**config.mk**
```make
export PLATFORM = sky130hd
export DESIGN_NAME = cfdmc_ctrl
export DESIGN_NICKNAME = d
export VERILOG_FILES = /design/src/logic/cfdmc_ctrl.v /design/src/logic/cfdmc_tx_gap.v
export VERILOG_INCLUDE_DIRS = /design/src /design/src/logic
export SDC_FILE = /design/constraint.sdc
export NUM_CORES = 1
export LEC_CHECK = 0
export BUFFER_PORTS_ARGS = -buffer_cell sky130_fd_sc_hd__buf_4
export CORE_UTILIZATION = 46
export CTS_CLUSTER_DIAMETER = 80
export DETAILED_ROUTE_END_ITERATION = 12
export PLACE_DENSITY = 0.76
export SETUP_SLACK_MARGIN = 0.4
export SLEW_MARGIN = 10
export SYNTH_ARGS = -nofsm -noshare
export SYNTH_HDL_FRONTEND = slang
export SYNTH_SLANG_ARGS = --single-unit
export TNS_END_PERCENT = 5
```
**constraint.sdc**
```tcl
create_clock -name core_clk -period 2.7 [get_ports core_clk]
set_input_delay 0.135 -clock core_clk [delete_from_list [all_inputs] [get_ports core_clk]]
set_output_delay 0.135 -clock core_clk [all_outputs]
set_load 0.03 [all_outputs]
```
**src/logic/cfdmc_regs.vh**
```
`ifndef CFDMC_REGS_VH
`define CFDMC_REGS_VH

`define CFDMC_OFS_CONTROL   8'h00
`define CFDMC_OFS_INT_STAT  8'h04
`define CFDMC_OFS_INT_MASK  8'h08

`define CFDMC_GAP_LSB       28
`define CFDMC_ABORT_BIT     27
`define CFDMC_REQ_LSB       24
`define CFDMC_STAT_LSB      21
`define CFDMC_QUEUE_EN_BIT  20
`define CFDMC_EVT_STORE_BIT 19
`define CFDMC_SERR_BIT      18
`define CFDMC_GW_BIT        17
`define CFDMC_RETRY_BIT     16
`define CFDMC_RATE_DIS_BIT  12
`define CFDMC_BUSY_BIT      11
`define CFDMC_WAKE_TIME_LSB 9
`define CFDMC_WAKEN_BIT     8
`define CFDMC_PXD_BIT       6
`define CFDMC_CRC_BIT       5
`define CFDMC_DBC_LSB       0

`define CFDMC_MODE_NORMAL   3'h0
`define CFDMC_MODE_SLEEP    3'h1
`define CFDMC_MODE_INT_LB   3'h2
`define CFDMC_MODE_LISTEN   3'h3
`define CFDMC_MODE_CONFIG   3'h4
`define CFDMC_MODE_EXT_LB   3'h5
`define CFDMC_MODE_CLASSIC  3'h6
`define CFDMC_MODE_RESTRICT 3'h7

`define CFDMC_RST_GAP       4'h0
`define CFDMC_RST_QUEUE_EN  1'b1
`define CFDMC_RST_EVT_STORE 1'b1
`define CFDMC_RST_WAKE_TIME 2'h3
`define CFDMC_RST_WAKEN     1'b1
`define CFDMC_RST_PXD       1'b1
`define CFDMC_RST_CRC       1'b1
`define CFDMC_RST_DBC       5'h00

`define CFDMC_IRQ_MODE      0
`define CFDMC_IRQ_ABORT     1
`define CFDMC_IRQ_SERR      2
`define CFDMC_IRQ_PXE       3
`define CFDMC_IRQ_W         4

`define CFDMC_GAP_MAX_CODE  4'hc
`define CFDMC_GAP_MAX_BITS  13'h1000

`endif

```
**src/logic/cfdmc_ctrl.v**
```verilog
// Added by the designer: the Avalon-MM interface to the registers and the register offsets.
`timescale 1ns/1ps
`default_nettype none
`include "cfdmc_regs.vh"

module cfdmc_ctrl #(
	parameter ADDR_W = 8
) (
	input  wire              core_clk,
	input  wire              rst,
	input  wire [ADDR_W-1:0] avs_address,
	input  wire              avs_read,
	input  wire              avs_write,
	input  wire [31:0]       avs_writedata,
	input  wire [3:0]        avs_byteenable,
	output reg  [31:0]       avs_readdata,
	output wire              avs_waitrequest,
	output wire              irq,
	input  wire              tx_active,
	input  wire              rx_active,
	input  wire              system_error,
	input  wire              abort_done,
	input  wire              msg_esi,
	input  wire              error_passive,
	input  wire              msg_brs,
	input  wire [1:0]        retry_attempt_setting,
	input  wire              wake_raw,
	input  wire              wake_filtered,
	input  wire              proto_exception,
	input  wire              arb_bit_tick,
	input  wire              tx_frame_done,
	output wire [2:0]        mode_status,
	output wire              abort_all_pending,
	output wire              transmit_queue_enable,
	output wire              transmit_queue_reserve,
	output wire              store_sent_events,
	output wire              sent_event_reserve,
	output wire              system_error_target,
	output reg               esi_tx,
	output reg               retry_limit_active,
	output reg  [1:0]        retry_attempt_used,
	output reg               brs_tx,
	output wire [1:0]        wake_filter_time,
	output reg               wake_detect,
	output reg               form_error,
	output reg               bus_integrate,
	output wire              crc_stuff_count_en,
	output wire              crc_init_nonzero,
	output wire [4:0]        data_byte_filter_count,
	output wire              tx_gap_clear
);

	// bus access sequencing, one-hot
	localparam [1:0] ST_IDLE = 2'b01;
	localparam [1:0] ST_ACK  = 2'b10;

	reg  [1:0]  bus_st_q;
	reg  [3:0]  gap_q;
	reg         abort_q;
	reg  [2:0]  req_q;
	reg  [2:0]  cur_q;
	reg         queue_en_q;
	reg         evt_store_q;
	reg         serr_q;
	reg         gw_q;
	reg         retry_q;
	reg         rate_dis_q;
	reg         busy_q;
	reg  [1:0]  wake_time_q;
	reg         waken_q;
	reg         pxd_q;
	reg         crc_q;
	reg  [4:0]  dbc_q;
	reg  [`CFDMC_IRQ_W-1:0] int_stat_q;
	reg  [`CFDMC_IRQ_W-1:0] int_mask_q;

	wire        access;
	wire        commit;
	wire        sel_ctrl;
	wire        sel_stat;
	wire        sel_mask;
	wire        wr_ctrl;
	wire        in_config;
	wire [31:0] be_mask;
	wire [31:0] ctrl_view;
	wire [31:0] ctrl_new;
	wire        mode_switch;
	wire [`CFDMC_IRQ_W-1:0] int_events;
	wire [`CFDMC_IRQ_W-1:0] int_clear;
	reg  [2:0]  cur_d;
	reg  [2:0]  req_d;
	reg  [31:0] rd_mux;

	assign access   = avs_read | avs_write;
	// one wait state: the request is taken at the edge after waitrequest drops
	assign avs_waitrequest = access & ~bus_st_q[1];
	assign commit   = access & bus_st_q[1];

	assign sel_ctrl = (avs_address == `CFDMC_OFS_CONTROL);
	assign sel_stat = (avs_address == `CFDMC_OFS_INT_STAT);
	assign sel_mask = (avs_address == `CFDMC_OFS_INT_MASK);
	assign wr_ctrl  = commit & avs_write & sel_ctrl;

	assign be_mask = {{8{avs_byteenable[3]}}, {8{avs_byteenable[2]}},
	                  {8{avs_byteenable[1]}}, {8{avs_byteenable[0]}}};

	// unused positions are constant zero, so reads of them show zero
	assign ctrl_view = {gap_q, abort_q, req_q, cur_q, queue_en_q, evt_store_q, serr_q,
	                    gw_q, retry_q, 3'h0, rate_dis_q, busy_q, wake_time_q,
	                    waken_q, 1'b0, pxd_q, crc_q, dbc_q};

	// lanes not enabled keep their present contents
	assign ctrl_new = (avs_writedata & be_mask) | (ctrl_view & ~be_mask);

	// protected bits follow the mode reached, not the one requested
	assign in_config = (cur_q == `CFDMC_MODE_CONFIG);

	always @(posedge core_clk or posedge rst) begin
		if (rst) begin
			bus_st_q <= ST_IDLE;
		end else begin
			case (bus_st_q)
			ST_IDLE: begin
				if (access) begin
					bus_st_q <= ST_ACK;
				end
			end
			ST_ACK: begin
				bus_st_q <= ST_IDLE;
			end
			default: begin
				bus_st_q <= ST_IDLE;
			end
			endcase
		end
	end

	always @* begin
		rd_mux = 32'h0000_0000;
		if (sel_ctrl) begin
			rd_mux = ctrl_view;
		end else if (sel_stat) begin
			rd_mux = {{(32-`CFDMC_IRQ_W){1'b0}}, int_stat_q};
		end else if (sel_mask) begin
			rd_mux = {{(32-`CFDMC_IRQ_W){1'b0}}, int_mask_q};
		end
	end

	// read data is loaded as the wait state ends and stands through the commit edge
	always @(posedge core_clk or posedge rst) begin
		if (rst) begin
			avs_readdata <= 32'h0000_0000;
		end else if (avs_read && bus_st_q[0]) begin
			avs_readdata <= rd_mux;
		end
	end

	// a requested mode change waits until the engine is idle; a system error forces its mode at once
	assign mode_switch = (req_q != cur_q) && !busy_q;

	always @* begin
		req_d = req_q;
		if (wr_ctrl) begin
			req_d = ctrl_new[`CFDMC_REQ_LSB+2:`CFDMC_REQ_LSB];
		end
		if (system_error) begin
			req_d = serr_q ? `CFDMC_MODE_LISTEN : `CFDMC_MODE_RESTRICT;
		end
	end

	always @* begin
		cur_d = cur_q;
		if (system_error) begin
			cur_d = serr_q ? `CFDMC_MODE_LISTEN : `CFDMC_MODE_RESTRICT;
		end else if (mode_switch) begin
			cur_d = req_q;
		end
	end

	always @(posedge core_clk or posedge rst) begin
		if (rst) begin
			req_q  <= `CFDMC_MODE_CONFIG;
			cur_q  <= `CFDMC_MODE_CONFIG;
			busy_q <= 1'b0;
		end else begin
			req_q  <= req_d;
			cur_q  <= cur_d;
			busy_q <= tx_active | rx_active;
		end
	end

	// hardware-owned clear; a software zero does not cancel a running abort
	always @(posedge core_clk or posedge rst) begin
		if (rst) begin
			abort_q <= 1'b0;
		end else if (wr_ctrl && ctrl_new[`CFDMC_ABORT_BIT]) begin
			abort_q <= 1'b1;
		end else if (abort_done) begin
			abort_q <= 1'b0;
		end
	end

	// freely writable fields
	always @(posedge core_clk or posedge rst) begin
		if (rst) begin
			gap_q    <= `CFDMC_RST_GAP;
			rate_dis_q  <= 1'b0;
			wake_time_q <= `CFDMC_RST_WAKE_TIME;
			crc_q    <= `CFDMC_RST_CRC;
			dbc_q    <= `CFDMC_RST_DBC;
		end else if (wr_ctrl) begin
			gap_q    <= ctrl_new[`CFDMC_GAP_LSB+3:`CFDMC_GAP_LSB];
			rate_dis_q  <= ctrl_new[`CFDMC_RATE_DIS_BIT];
			wake_time_q <= ctrl_new[`CFDMC_WAKE_TIME_LSB+1:`CFDMC_WAKE_TIME_LSB];
			crc_q    <= ctrl_new[`CFDMC_CRC_BIT];
			dbc_q    <= ctrl_new[`CFDMC_DBC_LSB+4:`CFDMC_DBC_LSB];
		end
	end

	// option bits that reshape memory or protocol; frozen outside configuration
	always @(posedge core_clk or posedge rst) begin
		if (rst) begin
			queue_en_q  <= `CFDMC_RST_QUEUE_EN;
			evt_store_q <= `CFDMC_RST_EVT_STORE;
			serr_q  <= 1'b0;
			gw_q    <= 1'b0;
			retry_q <= 1'b0;
			waken_q <= `CFDMC_RST_WAKEN;
			pxd_q   <= `CFDMC_RST_PXD;
		end else if (wr_ctrl && in_config) begin
			queue_en_q  <= ctrl_new[`CFDMC_QUEUE_EN_BIT];
			evt_store_q <= ctrl_new[`CFDMC_EVT_STORE_BIT];
			serr_q  <= ctrl_new[`CFDMC_SERR_BIT];
			gw_q    <= ctrl_new[`CFDMC_GW_BIT];
			retry_q <= ctrl_new[`CFDMC_RETRY_BIT];
			waken_q <= ctrl_new[`CFDMC_WAKEN_BIT];
			pxd_q   <= ctrl_new[`CFDMC_PXD_BIT];
		end
	end

	// a forced mode change reports as system error, not as mode change
	assign int_events[`CFDMC_IRQ_MODE]  = mode_switch & ~system_error;
	assign int_events[`CFDMC_IRQ_ABORT] = abort_q & abort_done;
	assign int_events[`CFDMC_IRQ_SERR]  = system_error;
	assign int_events[`CFDMC_IRQ_PXE]   = proto_exception;

	assign int_clear = (commit && avs_write && sel_stat) ?
	                   (avs_writedata[`CFDMC_IRQ_W-1:0] & be_mask[`CFDMC_IRQ_W-1:0]) :
	                   {`CFDMC_IRQ_W{1'b0}};

	genvar gi;
	generate
		for (gi = 0; gi < `CFDMC_IRQ_W; gi = gi + 1) begin : g_int
			// a new event beats a simultaneous write-one-to-clear
			always @(posedge core_clk or posedge rst) begin
				if (rst) begin
					int_stat_q[gi] <= 1'b0;
				end else if (int_events[gi]) begin
					int_stat_q[gi] <= 1'b1;
				end else if (int_clear[gi]) begin
					int_stat_q[gi] <= 1'b0;
				end
			end
		end
	endgenerate

	always @(posedge core_clk or posedge rst) begin
		if (rst) begin
			int_mask_q <= {`CFDMC_IRQ_W{1'b0}};
		end else if (commit && avs_write && sel_mask) begin
			int_mask_q <= (avs_writedata[`CFDMC_IRQ_W-1:0] & be_mask[`CFDMC_IRQ_W-1:0]) |
			              (int_mask_q & ~be_mask[`CFDMC_IRQ_W-1:0]);
		end
	end

	// level output: stays high until the bit is cleared or masked
	assign irq = |(int_stat_q & int_mask_q);

	// transmit-side bit controls are registered so they change only on a clock edge
	always @(posedge core_clk or posedge rst) begin
		if (rst) begin
			esi_tx <= 1'b0;
			brs_tx <= 1'b0;
		end else begin
			esi_tx <= gw_q ? (msg_esi | error_passive) : error_passive;
			brs_tx <= msg_brs & ~rate_dis_q;
		end
	end

	// with the restriction off the attempt setting is masked, not passed through
	always @(posedge core_clk or posedge rst) begin
		if (rst) begin
			retry_limit_active <= 1'b0;
			retry_attempt_used <= 2'h0;
		end else begin
			retry_limit_active <= retry_q;
			retry_attempt_used <= retry_q ? retry_attempt_setting : 2'h0;
		end
	end

	// the bypass path trades glitch immunity for a faster wake-up
	always @(posedge core_clk or posedge rst) begin
		if (rst) begin
			wake_detect <= 1'b0;
		end else begin
			wake_detect <= waken_q ? wake_filtered : wake_raw;
		end
	end

	// exactly one of the two outcomes pulses for each exception
	always @(posedge core_clk or posedge rst) begin
		if (rst) begin
			form_error    <= 1'b0;
			bus_integrate <= 1'b0;
		end else begin
			form_error    <= proto_exception & pxd_q;
			bus_integrate <= proto_exception & ~pxd_q;
		end
	end

	assign mode_status            = cur_q;
	assign abort_all_pending      = abort_q;
	assign transmit_queue_enable  = queue_en_q;
	assign transmit_queue_reserve = queue_en_q;
	assign store_sent_events      = evt_store_q;
	assign sent_event_reserve     = evt_store_q;
	assign system_error_target    = serr_q;
	assign wake_filter_time       = wake_time_q;
	assign crc_stuff_count_en     = crc_q;
	assign crc_init_nonzero       = crc_q;
	assign data_byte_filter_count = dbc_q;

	// gap timer counts arbitration bit times after each sent frame
	cfdmc_tx_gap #(
		.CNT_W (13)
	) u_gap (
		.core_clk   (core_clk),
		.rst        (rst),
		.gap_code   (gap_q),
		.bit_tick   (arb_bit_tick),
		.frame_done (tx_frame_done),
		.gap_clear  (tx_gap_clear)
	);

endmodule
`default_nettype wire

```
**src/logic/cfdmc_tx_gap.v**
```verilog
`timescale 1ns/1ps
`default_nettype none
`include "cfdmc_regs.vh"

module cfdmc_tx_gap #(
	parameter CNT_W = 13
) (
	input  wire             core_clk,
	input  wire             rst,
	input  wire [3:0]       gap_code,
	input  wire             bit_tick,
	input  wire             frame_done,
	output reg              gap_clear
);

	reg  [CNT_W-1:0] count_q;
	reg  [CNT_W-1:0] count_d;
	reg  [CNT_W-1:0] load_val;

	// doubling codes; every code at or above the top one saturates
	always @* begin
		if (gap_code == 4'h0) begin
			load_val = {CNT_W{1'b0}};
		end else if (gap_code >= `CFDMC_GAP_MAX_CODE) begin
			load_val = `CFDMC_GAP_MAX_BITS;
		end else begin
			load_val = {{(CNT_W-1){1'b0}}, 1'b1} << gap_code;
		end
	end

	always @* begin
		count_d = count_q;
		if (frame_done) begin
			count_d = load_val;
		end else if (bit_tick && count_q != {CNT_W{1'b0}}) begin
			count_d = count_q - {{(CNT_W-1){1'b0}}, 1'b1};
		end
	end

	always @(posedge core_clk or posedge rst) begin
		if (rst) begin
			count_q   <= {CNT_W{1'b0}};
			gap_clear <= 1'b1;
		end else begin
			count_q   <= count_d;
			gap_clear <= (count_d == {CNT_W{1'b0}});
		end
	end

endmodule
`default_nettype wire
```
Word level (Yosys, flattened, before mapping)

Index checks and enable logic that the tools add are counted.

Register bits: 92
Input port bits: 62
Output and inout bits: 61
Word-level logic and storage cells: 115

Add/subtract/negate cells: 1
Magnitude comparators: 1
Equality and inequality tests: 6
Shifts and indexed selects: 1
Multiplexer cells: 28
Bitwise logic cells: 25
Reductions and logical operators: 21

Operator list:

| cell                                                     | count |
|---|---|
| bitwise AND 32 bit                                       | 2 |
| 2-to-1 mux 13 bit                                        | 4 |
| 2-to-1 mux 32 bit                                        | 1 |
| inverter 32 bit                                          | 1 |
| bitwise OR 32 bit                                        | 1 |
| 2-to-1 mux 3 bit                                         | 5 |
| nonzero test 2 bit                                       | 7 |
| zero test 13 bit                                         | 1 |
| nonzero test 13 bit                                      | 1 |
| << shifter 1 x 4 -> 13 bit, first input constant         | 1 |
| subtractor 13 x 1 -> 13 bit, second input constant       | 1 |
| bitwise AND 4 bit                                        | 3 |
| 2-to-1 mux 1 bit                                         | 12 |
| 2-to-1 mux 4 bit                                         | 3 |
| bitwise AND 1 bit                                        | 9 |
| equality test 8 x 3 -> 1 bit, second input constant      | 1 |
| equality test 8 x 4 -> 1 bit, second input constant      | 1 |
| logical AND 1 bit                                        | 8 |
| zero test 8 bit                                          | 1 |
| 2-to-1 mux 2 bit                                         | 3 |
| greater-or-equal comparator 4 bit, second input constant | 1 |
| zero test 4 bit                                          | 1 |
| inverter 1 bit                                           | 4 |
| inverter 4 bit                                           | 1 |
| 8 further kinds                                          | 10 |

Longest topological paths before layout

Depth in word-level cells: 7
Depth in mapped cells: 9
Mapped depth without buffers: 8

Modules after synthesis

From an unflattened synthesis, not the netlist that was laid out.

Cells, all modules: 334
Area total of the unflattened synthesis: 4,110.2 um^2

Modules (own cells, without submodules):

| module       | times used | cells each | area an instance (um^2) | seq. area each (um^2) |
|---|---|---|---|---|
| cfdmc_ctrl   | 1          | 223        | 3,085.5                 | 1,864.3 |
| cfdmc_tx_gap | 1          | 111        | 1,024.7                 | 351.6 |

Worst setup path after synthesis

No wires, ideal clock.

Path type: register -> register
Start: register u_gap.count_q[5]
End: register u_gap.gap_clear
Setup time: 90 ps
Arrival: 2,499 ps
Data required time: 2,610 ps
Slack: 110 ps
Cell stages (with the launch flop): 7
Buffers on the path: 0
Period minus slack after synthesis: 2,590 ps
Cell sequence: dfrtp_1 -> or4_4 -> or2_4 -> o31a_1 -> o31a_1 -> or4b_1 -> nor4_2

Cells in the longest elaborated chain, start to end: 5
Elaborated cells between the ends (all ways): 6
Those cells by class: add/sub: 1; mux: 2; reduce/logical: 3

Ends and longest elaborated chain:

| item                                                                | line              | text |
|---|---|---|
| start: declaration                                                  | cfdmc_tx_gap.v:16 | `reg [CNT_W-1:0] count_q;` |
| start signal: assignment                                            | cfdmc_tx_gap.v:42 | `count_q <= {CNT_W{1'b0}};` |
| start signal: assignment                                            | cfdmc_tx_gap.v:45 | `count_q <= count_d;` |
| branches (longest 2 deep; another with subtractor 13 x 1 -> 13 bit) | n/a               |  |
| 2-to-1 mux 13 bit (*)                                               | cfdmc_tx_gap.v:35 | `end else if (bit_tick && count_q != {CNT_W{1'b0}}) begin` |
| 2-to-1 mux 13 bit (*)                                               | cfdmc_tx_gap.v:33 | `if (frame_done) begin` |
| net u_gap.count_d[11]                                               | cfdmc_tx_gap.v:17 | `reg [CNT_W-1:0] count_d;` |
| zero test 13 bit (*)                                                | cfdmc_tx_gap.v:46 | `gap_clear <= (count_d == {CNT_W{1'b0}});` |
| end signal: assignment                                              | cfdmc_tx_gap.v:46 |  |
| end: declaration                                                    | cfdmc_tx_gap.v:13 | `output reg gap_clear` |

Mark *: on every way through the listed nets, which the timed path passes.
A chain may end at the register's enable or synchronous reset.

Worst setup path after layout

Start: register u_gap.count_q[0]
End: register u_gap.gap_clear

The elaborated chain is that of the path after synthesis.

==> reports/metrics.yaml <==
place_inst: 539
grt_pass1_wl_um: 16600
die_h_um: 93.9
io_pins: 123
htreeDepth: 3
period_needed_ns: 2.65
max_stage_delay_ns: 0.53
path_buf_inv: 4
diodes: 0
wl_um: 10400
drc: 0
rsz0062_at_grt: "true"
drt_pass1_iterations: 4
path_common_cell: "buf_4"
syn-cell-area_sq_mm: 0.00388
synth_edf_count: 0
cp_data_arrival_time_ns: 2.92
dpl.hpwl_um: 7020
netlist_instances: 332
cp_max_fo: 3
yosys_warnings: 0
antenna_found_initial: 0
crit_path_top_delay_cell: "or4b_4"
fin_ws_ns: 0.0513
drv_slew: 0
layout_common_cells: "buf_4 (132), dfrtp_1 (77), a22o_1 (29)"
grt_max_degree: 58
initial_utilization_pct: 47.5
ys_async_sr_fraction_pct: 100
path_cells: "buf_4 > nor3b_2 > buf_4 > o211ai_1 > buf_4 > buf_4 > o31a_1 > o31a_1 > or4b_4 > nor4_4"
fill_cells: 620
grt_overflow_total: 0
clk_latency_ns: 0.35
final_common_cell: "buf_4"
maxCapViolCount: 0
layout-drive-gt1-share_pct: 41.8
port_buffers: 110
hp-class: "in -> reg"
clock.fmax_mhz: 378
grt_usage_pct: 25.0
cp.required_ns: 2.97
cts_sinks: 88
startpoint_type: "flop"
setup_viol: 0
grt_pass1_vias: 3282
via_count: 3246
gp_congestion: 0.849
p_leak_uw: 0.00260
die_area_sq_mm: 0.00881
run_status: "finished clean"
rows: 33
critPathTopFamily: "simple AND/OR/NAND/NOR gates"
slew_headroom_pct: 50.7
place_area_sq_mm: 0.00485
syn2layout_area_growth_pct: 38.7
design_area_sq_mm: 0.00538
instances_no_fill: 584
cts_tree: "yes"
skew_ns: 0.00983
die_w_um: 93.9
period_share_pct: 98.1
p_total_uw: 3160
dp_slack_ns: 0.0563
power.density_mw_per_mm2: 588
root_buffer: "clkbuf_8"
worstMarginPinSlew_ns: 0.738
timing_worst_setup_path_type: "reg -> reg"
endpoint_kind: "flop"
wl_per_cell_um: 17.8
seq_area_frac_synth_pct: 57.1
cts.clk_slew.worst_paths_ns: 0.09
ir_drop_mv: 0.430
core_region_area_sq_mm: 0.00818
ys.flop_type: "dfrtp_1"
viasPerCell: 5.56
hold_violations: 0
synth-seq-cells: 88
layout.nets: 537
ys_types: 53
clock_path_buffers: 2
numCtsBuffers: 9
drt_iter0_drc: 218
syn_avg_cell_area_sq_um: 11.7
antenna_left: 0
## area by class of cell
class                   instances  area (sq um)  area share [%]
clock inverters                 7           103            1.91
clock buffers                   9           124            2.30
multi-input cells             214          1580            29.4
flip-flops and latches         88          2220            41.2
well taps                     105           131            2.44
repair buffers                150          1180            21.9
inverters                      11          45.0           0.837
## Yosys cell counts (3+ instances only)
library cell / n / area share, %
dfrtp_1: 77 / 50
a22o_1: 29 / 6.5
nand2_1: 27 / 2.6
mux2_2: 23 / 6.7
nor2_1: 16 / 1.5
clkbuf_1: 15 / 1.5
o21ai_0: 12 / 1.5
dfstp_2: 11 / 7.4
inv_1: 11 / 1.1
nor3_1: 8 / 1.0
nor4_1: 8 / 1.3
buf_4: 7 / 1.4
mux2i_1: 7 / 1.8
nor2b_1: 7 / 1.1
a211o_1: 4 / 0.90
nand2b_1: 4 / 0.64
o31ai_1: 4 / 0.77
xnor2_1: 4 / 0.90
xor2_1: 4 / 0.90
a21o_1: 3 / 0.58
and2_1: 3 / 0.48
nand4_1: 3 / 0.48
nor3b_1: 3 / 0.58
or4_1: 3 / 0.58
## cell families (layout without fill, tap and decap cells)
kind of cell / count (synthesis) / count (layout) / share of synthesized area, %
xor+xnor: 8 / 8 / 1.81
simple gates: 96 / 96 / 13.3
flops: 88 / 88 / 57.1
other cells: 1 / 4 / 0.0966
mux: 30 / 30 / 8.48
fa+ha+maj: 1 / 1 / 0.322
compound gates: 75 / 75 / 15.1
buf+inv: 33 / 177 / 3.87
## per-layer routing
metal	up-vias	track usage (%)	part of all wire, %	routed length (um)
met5	-	0	0	0
met2	127	41.8	51	5350
li1	1490	-	-	-
met1	1612	31.8	40	4210
met4	0	7.95	1.7	179
met3	17	6.31	6.4	664
## metrics by stage
step           hold slack [ns]  util [%]  setup TNS [ns]
2_1_floorplan            0.227         -               0
3_3_place_gp             0.285      59.3               0
3_5_place_dp             0.300      59.3               0
4_1_cts              0.0000831      65.1               0
5_1_grt                0.00349      65.8         -0.0298
6_report                0.0101      65.8               0
## report_power, final
part | internal, uW | switching, uW | total [uW]
Sequential | 1390 | 64.1 | 1450
Combinational | 322 | 355 | 677
Clock | 535 | 501 | 1040
## worst min-delay path, stage by stage
cell     delay [ns]
buf_4          0.11
inv_1          0.04
o31ai_1        0.07
## path summary, 6_finish.rpt
check | start | endpoint | slack, ns | cells past startpoint
max in group asynchronous | rst | asynchronous set/reset pin | 1.47 | 4
min | avs_writedata[8] | flop | 0.01 | 3
max reg2reg | u_gap.count_q[0] | u_gap.gap_clear | 0.05 | 10
max | u_gap.count_q[0] | u_gap.gap_clear | 0.05 | 10
min in group asynchronous | rst | avs_readdata[2] | 0.46 | 3
min reg2reg | flop | retry_limit_active | 0.46 | 0
## timing repair
| action | CTS | global route |
|---|---|---|
| pin swaps | 4 | 5 |
| setup buffers | 8 | 4 |
| endpoints found under the setup margin | 1 | 1 |
| hold endpoints to repair | 43 | 0 |
| hold buffers | 17 | 0 |
| resized for setup | 6 | 6 |
Power figures use the tool's default switching activity.
